===== config.mk =====
export PLATFORM = sky130hd
export DESIGN_NAME = asld_top
export DESIGN_NICKNAME = d
export VERILOG_FILES = /design/src/asld_top.v
export VERILOG_INCLUDE_DIRS = /design/src
export SDC_FILE = /design/constraint.sdc
export NUM_CORES = 1
export LEC_CHECK = 0
export BUFFER_PORTS_ARGS = -buffer_cell sky130_fd_sc_hd__buf_2
export CORE_AREA = 2 2 74 76
export CTS_CLUSTER_SIZE = 24
export DETAILED_ROUTE_END_ITERATION = 8
export DIE_AREA = 0 0 76 78
export PLACE_DENSITY = 0.72
export SLEW_MARGIN = 20
export SYNTH_ARGS = -nofsm -noshare
export SYNTH_HDL_FRONTEND = slang
export SYNTH_SLANG_ARGS = --single-unit
export TNS_END_PERCENT = 20

===== constraint.sdc =====
create_clock -name CLK_IN -period 2.15 [get_ports CLK_IN]
set_input_delay 0.43 -clock CLK_IN [delete_from_list [all_inputs] [get_ports CLK_IN]]
set_output_delay 0.43 -clock CLK_IN [all_outputs]
set_load 0.02 [all_outputs]

===== src/asld_map.vh =====
// Purpose: Constants for the activation status indicator driver.
// Assumes: 100 MHz system clock.
// Notes: Pattern codes select one of four indicator patterns.
`ifndef ASLD_MAP_VH
`define ASLD_MAP_VH
`define ASLD_CLK_HZ 100000000
`define ASLD_FAST_HZ 8
`define ASLD_SLOW_HZ 1
`define ASLD_FAST_HALF (`ASLD_CLK_HZ / (2 * `ASLD_FAST_HZ))
`define ASLD_SLOW_HALF (`ASLD_CLK_HZ / (2 * `ASLD_SLOW_HZ))
`define ASLD_PAT_OFF 2'h0
`define ASLD_PAT_FAST 2'h1
`define ASLD_PAT_SLOW 2'h2
`define ASLD_PAT_ON 2'h3
`define ASLD_U_DEACT 4'h0
`define ASLD_U_AWAKED 4'h1
`define ASLD_U_SYNC1 4'h2
`define ASLD_U_SYNC2 4'h3
`define ASLD_U_WAIT_UP 4'h4
`define ASLD_U_TRANSP 4'h5
`define ASLD_U_ERR_S 4'h6
`define ASLD_U_PEND_S 4'h7
`define ASLD_U_PEND_U 4'h8
`define ASLD_S_ACTIVATED 4'h7
`define ASLD_CNT_RST 27'h0000000
`define ASLD_PH_RST 1'b0
`define ASLD_LIT_RST 1'b0
`endif


===== src/asld_top.v =====
// Purpose: Drive the open-drain activation status indicator.
// Assumes: State codes arrive synchronous to CLK_IN.
// Notes: The pin is open drain; low means lit.
`timescale 1ns/1ns
`include "asld_map.vh"

// Summary of operation
// - Auto: off, 8Hz, 1Hz, on by status.
// - Software picks pattern through two control bits.
// - U deactivated, plus awakened if simplified machine.
// - U activated in sync through pending deactivation states.
// - S activated only in its activated state.
// - One configuration bit selects automatic or software.
module asld_top
#(
	parameter FAST_HALF = `ASLD_FAST_HALF,
	parameter SLOW_HALF = `ASLD_SLOW_HALF
)
(
	// Clock and reset.
	input wire CLK_IN,
	input wire RST_IN,
	// Transceiver status.
	input wire [3:0] U_STATE_IN,
	input wire U_SIMPLIFIED_IN,
	input wire [3:0] S_STATE_IN,
	// Control bits.
	input wire SECOND_MODE_CONFIG_IN,
	input wire INDICATOR_PATTERN_BIT_A_IN,
	input wire INDICATOR_PATTERN_BIT_B_IN,
	// Indicator pin.
	output wire STATUS_INDICATOR_OUT,
	output wire STATUS_INDICATOR_OE_OUT
);

////////////////////////////////////////////////////////////////////////////////
// Unknown U codes count as neither deactivated nor activated, so they flash fast.
function u_is_down;
	input [3:0] st;
	input simple;
	begin
		case (st)
			`ASLD_U_DEACT:
				u_is_down = 1'b1;
			`ASLD_U_AWAKED:
				if (simple)
					u_is_down = 1'b1;
				else
					u_is_down = 1'b0;
			default:
				u_is_down = 1'b0;
		endcase
	end
endfunction

function u_is_up;
	input [3:0] st;
	begin
		case (st)
			`ASLD_U_SYNC1:
				u_is_up = 1'b1;
			`ASLD_U_SYNC2:
				u_is_up = 1'b1;
			`ASLD_U_WAIT_UP:
				u_is_up = 1'b1;
			`ASLD_U_TRANSP:
				u_is_up = 1'b1;
			`ASLD_U_ERR_S:
				u_is_up = 1'b1;
			`ASLD_U_PEND_S:
				u_is_up = 1'b1;
			`ASLD_U_PEND_U:
				u_is_up = 1'b1;
			default:
				u_is_up = 1'b0;
		endcase
	end
endfunction

function s_is_up;
	input [3:0] st;
	begin
		if (st == `ASLD_S_ACTIVATED)
			s_is_up = 1'b1;
		else
			s_is_up = 1'b0;
	end
endfunction

function [1:0] auto_code;
	input down;
	input up;
	input s_up;
	begin
		if (down)
			auto_code = `ASLD_PAT_OFF;
		else if (!up)
			auto_code = `ASLD_PAT_FAST;
		else if (!s_up)
			auto_code = `ASLD_PAT_SLOW;
		else
			auto_code = `ASLD_PAT_ON;
	end
endfunction

////////////////////////////////////////////////////////////////////////////////
// Pattern selection.
wire u_down;
wire u_up;
wire s_up;
reg [1:0] auto_pat;
reg [1:0] soft_pat;
reg [1:0] pat;

assign u_down = u_is_down(U_STATE_IN, U_SIMPLIFIED_IN);
assign u_up = u_is_up(U_STATE_IN);
assign s_up = s_is_up(S_STATE_IN);

always @*
begin
	auto_pat = auto_code(u_down, u_up, s_up);
	soft_pat = {INDICATOR_PATTERN_BIT_B_IN, INDICATOR_PATTERN_BIT_A_IN};
	// The mode bit is an unregistered input; reset does not force automatic mode.
	if (SECOND_MODE_CONFIG_IN)
		pat = soft_pat;
	else
		pat = auto_pat;
end

////////////////////////////////////////////////////////////////////////////////
// Free-running dividers; phase is not aligned to pattern changes, which only
// costs at most one half period of visible jitter.
// Each divider raises a one-cycle tick at the end of its half period.
localparam DIV_FAST = 0;
localparam DIV_SLOW = 1;
wire [1:0] div_tick;
wire [1:0] div_ph;
genvar gi;

generate
	for (gi = 0; gi < 2; gi = gi + 1)
	begin : g_div
		localparam [31:0] HALF_LAST = (gi == DIV_FAST) ? FAST_HALF - 1 : SLOW_HALF - 1;
		reg [26:0] cnt_q;
		reg [26:0] cnt_d;
		reg ph_q;
		reg ph_d;

		assign div_tick[gi] = ({5'h00, cnt_q} == HALF_LAST);
		assign div_ph[gi] = ph_q;

		always @*
		begin
			if (div_tick[gi])
			begin
				cnt_d = `ASLD_CNT_RST;
				ph_d = ~ph_q;
			end
			else
			begin
				cnt_d = cnt_q + 27'h0000001;
				ph_d = ph_q;
			end
		end

		always @(posedge CLK_IN)
		begin
			if (RST_IN)
			begin
				cnt_q <= `ASLD_CNT_RST;
				ph_q <= `ASLD_PH_RST;
			end
			else
			begin
				cnt_q <= cnt_d;
				ph_q <= ph_d;
			end
		end
	end
endgenerate

////////////////////////////////////////////////////////////////////////////////
// Registering the output keeps decode glitches off the indicator pin.
reg lit_d;
reg lit_q;

// Codes outside the four patterns cannot occur; the default keeps the pin dark.
always @*
begin
	case (pat)
		`ASLD_PAT_OFF:
			lit_d = 1'b0;
		`ASLD_PAT_FAST:
			lit_d = div_ph[DIV_FAST];
		`ASLD_PAT_SLOW:
			lit_d = div_ph[DIV_SLOW];
		`ASLD_PAT_ON:
			lit_d = 1'b1;
		default:
			lit_d = 1'b0;
	endcase
end

always @(posedge CLK_IN)
begin
	if (RST_IN)
	begin
		lit_q <= `ASLD_LIT_RST;
	end
	else
	begin
		lit_q <= lit_d;
	end
end

// Open drain: pull low while lit, release otherwise.
assign STATUS_INDICATOR_OUT = 1'b0;
assign STATUS_INDICATOR_OE_OUT = lit_q;

endmodule // asld_top


==> reports/metrics.cfg <==
[status]
status = finished clean

[cts]
clk_latency_ns = 0.32
clock-root-buffer = clkbuf_8
cts_setup_buffers = 0
tritoncts = done
clock_path_buffers = 2
clkSinkCount = 57
clkTransAtPathRegs_ns = 0.06
postCtsResizedCells = 0
hold_buffers = 0
htree_num_levels = 3
cts_buffers = 9

[die]
die_h_um = 78
io_pins = 16
die_width_um = 76
std_cell_rows = 26
dieArea_um2 = 5928
floorplan.initialDensity_pct = 54.57
core_area_um2 = 5042

[detailed_routing]
viasPerCell = 5.759
drtIter0Drc = 138
via_count = 2390
final_antenna_net_count = 0
wirelength_um = 5669
post_drt_wl_per_cell_um = 13.66
drt-pass1-iter-count = 4
route.detailed.drc = 0

[pwr]
internal_power_uw = 1753
p_switching_uw = 452.7
ir_worst_vdd_uv = 340.1
comb_power_share_pct = 3.5
p_seq_share_pct = 48.8
clockPowerShare_pct = 47.7
swShare_pct = 20.52
power.density_nw_per_um2 = 705.3
p_total_uw = 2206
p_leak_uw = 0.001064

[min_path]
hold_path_end = g_div[0].ph_q
hold_start = RST_IN
worstHoldPathCells = 2
min_path_type = in2reg

[logic_synthesis]
synth.net_count = 335
ys_ff_latch = 57
synthArstFlopShare_pct = 0
synth_top_flop_cell = dfxtp_1
synth_top_family_by_area = simple AND/OR/NAND/NOR gates
syn_avg_cell_area_um2 = 8.625
synth_area_um2 = 2751
synthTopCellsByArea = dfxtp_1 41%, xor2_1 5.1%, a21oi_1 4.9%
yosys.area_share.simple_pct = 32.42
synth.top_cell.area_share_pct = 41.47
ys_warn_count = 0
ys_seq_area_share_pct = 41.47
synth_cell_types = 47
synth-compound-area-share_pct = 13.73
synth_xor_area_share_pct = 7.958
synth_cells = 319
yosysTopAreaCell = dfxtp_1
post_synth_fa_ha_maj_area_fraction_pct = 0.9095
synth.mux.area_fraction_pct = 0
synth_edf_count = 0

[worst_setup_path]
r2r-end = g_div[0].cnt_q[18]
cp-start-kind = flip-flop
r2r_setup_slack_ns = 0.24
criticalPathCategory = reg2reg
critPathRequiredTime_ns = 2.40
rr_startpoint = g_div[0].cnt_q[0]
cp.arrival_ns = 2.17
end_kind = flip-flop
reg2reg_depth = 5
path_max_fanout = 9

[cells_and_area]
nNetsFinal = 357
utilization_pct = 62.03
area_delta_synth_final_pct = 13.69
post_route_cells_drive_above_1_share_pct = 14.49
fin_area_um2 = 3128
antenna_cells = 0

[placed_design]
dpl_cell_area_um2 = 2914
dpl.hpwl_um = 3954
numPortBuffers = 14
gp_congestion = 0.7981

[timing]
finalHoldViolCount = 0
period_minus_slack_ns = 1.914
fin_skew_ns = 0.006131
rsz0062_at_grt = no
post-route-period-util_pct = 89.03
setup_tns_ns = 0
fmax_mhz = 522.4
setup_viol = 0
hold_slack_ns = 0.3129
drv_slew = 0

[global_routing]
grt_use_total_pct = 21.38
grt_max_degree = 28
overflow = 0
antenna_found_initial = 0
grt_pass1_vias = 2274
grt_pass1_wl_um = 10330

[job]
maxCapViolations = 0

## cell families (layout without fill, tap and decap cells)
logic type	after synthesis	after routing
xor gates and xnor gates	25	25
DFF	57	57
adders and majority gates	2	2
AOI/OAI and AO/OA	62	62
buffers and inverters	20	46
and+or+nand+nor	152	152
other	1	1
## per-stage QoR
step                      std cells  setup slack [ns]
after floorplan                 319            0.3573
after global placement          400            0.2366
after detailed placement        400            0.2081
after CTS                       415            0.2349
after global routing            415           0.08060
final                           415            0.2359
## worst max path at each step
stage	startpoint	endpoint	slack, ns	cells after the start
3_3_place_gp	U_STATE_IN[1]	STATUS_INDICATOR_OE_OUT	0.24	5
5_1_grt	g_div[0].cnt_q[0]	g_div[0].cnt_q[18]	0.08	5
2_1_floorplan	U_STATE_IN[1]	STATUS_INDICATOR_OE_OUT	0.36	4
4_1_cts	g_div[0].cnt_q[0]	g_div[0].cnt_q[18]	0.23	5
3_5_place_dp	U_STATE_IN[1]	STATUS_INDICATOR_OE_OUT	0.21	5
6_report	g_div[0].cnt_q[0]	g_div[0].cnt_q[18]	0.24	5
## cell type report
| cell class | count | area [um^2] |
|---|---|---|
| Clock buffer | 13 | 178.9 |
| Tap cell | 70 | 87.58 |
| Fill cell | 452 | 1914 |
| Multi-Input combinational cell | 242 | 1518 |
| Inverter | 8 | 30.03 |
| Clock inverter | 2 | 35.03 |
| Timing Repair Buffer | 23 | 137.6 |
| Sequential cell | 57 | 1141 |
## placed cells by master, fill, tap and decap left out, drive strengths merged, types with 2 or more instances in the layout
cell / synthesis / layout
a21oi: 28 / 28
and2: 3 / 3
and3: 10 / 10
and4: 8 / 8
buf: 8 / 23
clkbuf: 4 / 13
dfxtp: 57 / 57
ha: 2 / 2
inv: 8 / 8
nand2: 16 / 16
nand3: 22 / 22
nand4: 17 / 17
nor2: 31 / 31
nor3: 2 / 2
nor4: 6 / 6
o21ai: 14 / 14
o31ai: 15 / 15
or3: 14 / 14
or4: 14 / 14
or4b: 2 / 2
xnor2: 9 / 9
xor2: 16 / 16
## critical path, stage by stage, from the launching register on
cell and delay [ns]:
dfxtp_1 0.41, ha_1 0.21, and3_2 0.31, nand3_1 0.20, or4_1 0.54, a21oi_1 0.17
## cell usage after synthesis (all sizes together) (2+ instances only)
cell and instances:
dfxtp 57, and2 3, o31ai 15, a21oi 28
and3 10, buf 8, o21ai 14, or4b 2
xor2 16, inv 8, xnor2 9, nor4 6
nor2 31, nand4 17, or4 14, clkbuf 4
nand3 22, ha 2, nor3 2, and4 8
or3 14, nand2 16
## power by group through the flow
stage,sequential (uW),clock (uW),combinational (uW)
global route,1080,1140,88.1
floorplan,1100,0,47.2
detailed placement,1100,0,76.6
global placement,1100,0,74.8
CTS,1080,1080,77.0
finish,1080,1050,76.4
## state kept, by name, summed over array words and instances (netlist names)
register,flops
g_div.cnt_q,54
g_div.ph_q,2
STATUS_INDICATOR_OE_OUT,1
## layer usage
layer | part of all wire [%] | vias up | routed length [um] | track usage (%)
li1 | - | 1231 | - | -
met1 | 50 | 1094 | 2838 | 29.17
met2 | 44 | 54 | 2482 | 31.25
met3 | 4.7 | 11 | 269 | 5.116
met4 | 1.4 | 0 | 79 | 11.64
met5 | 0 | - | 0 | 0
Note: power is estimated with default switching activity, not from simulation.
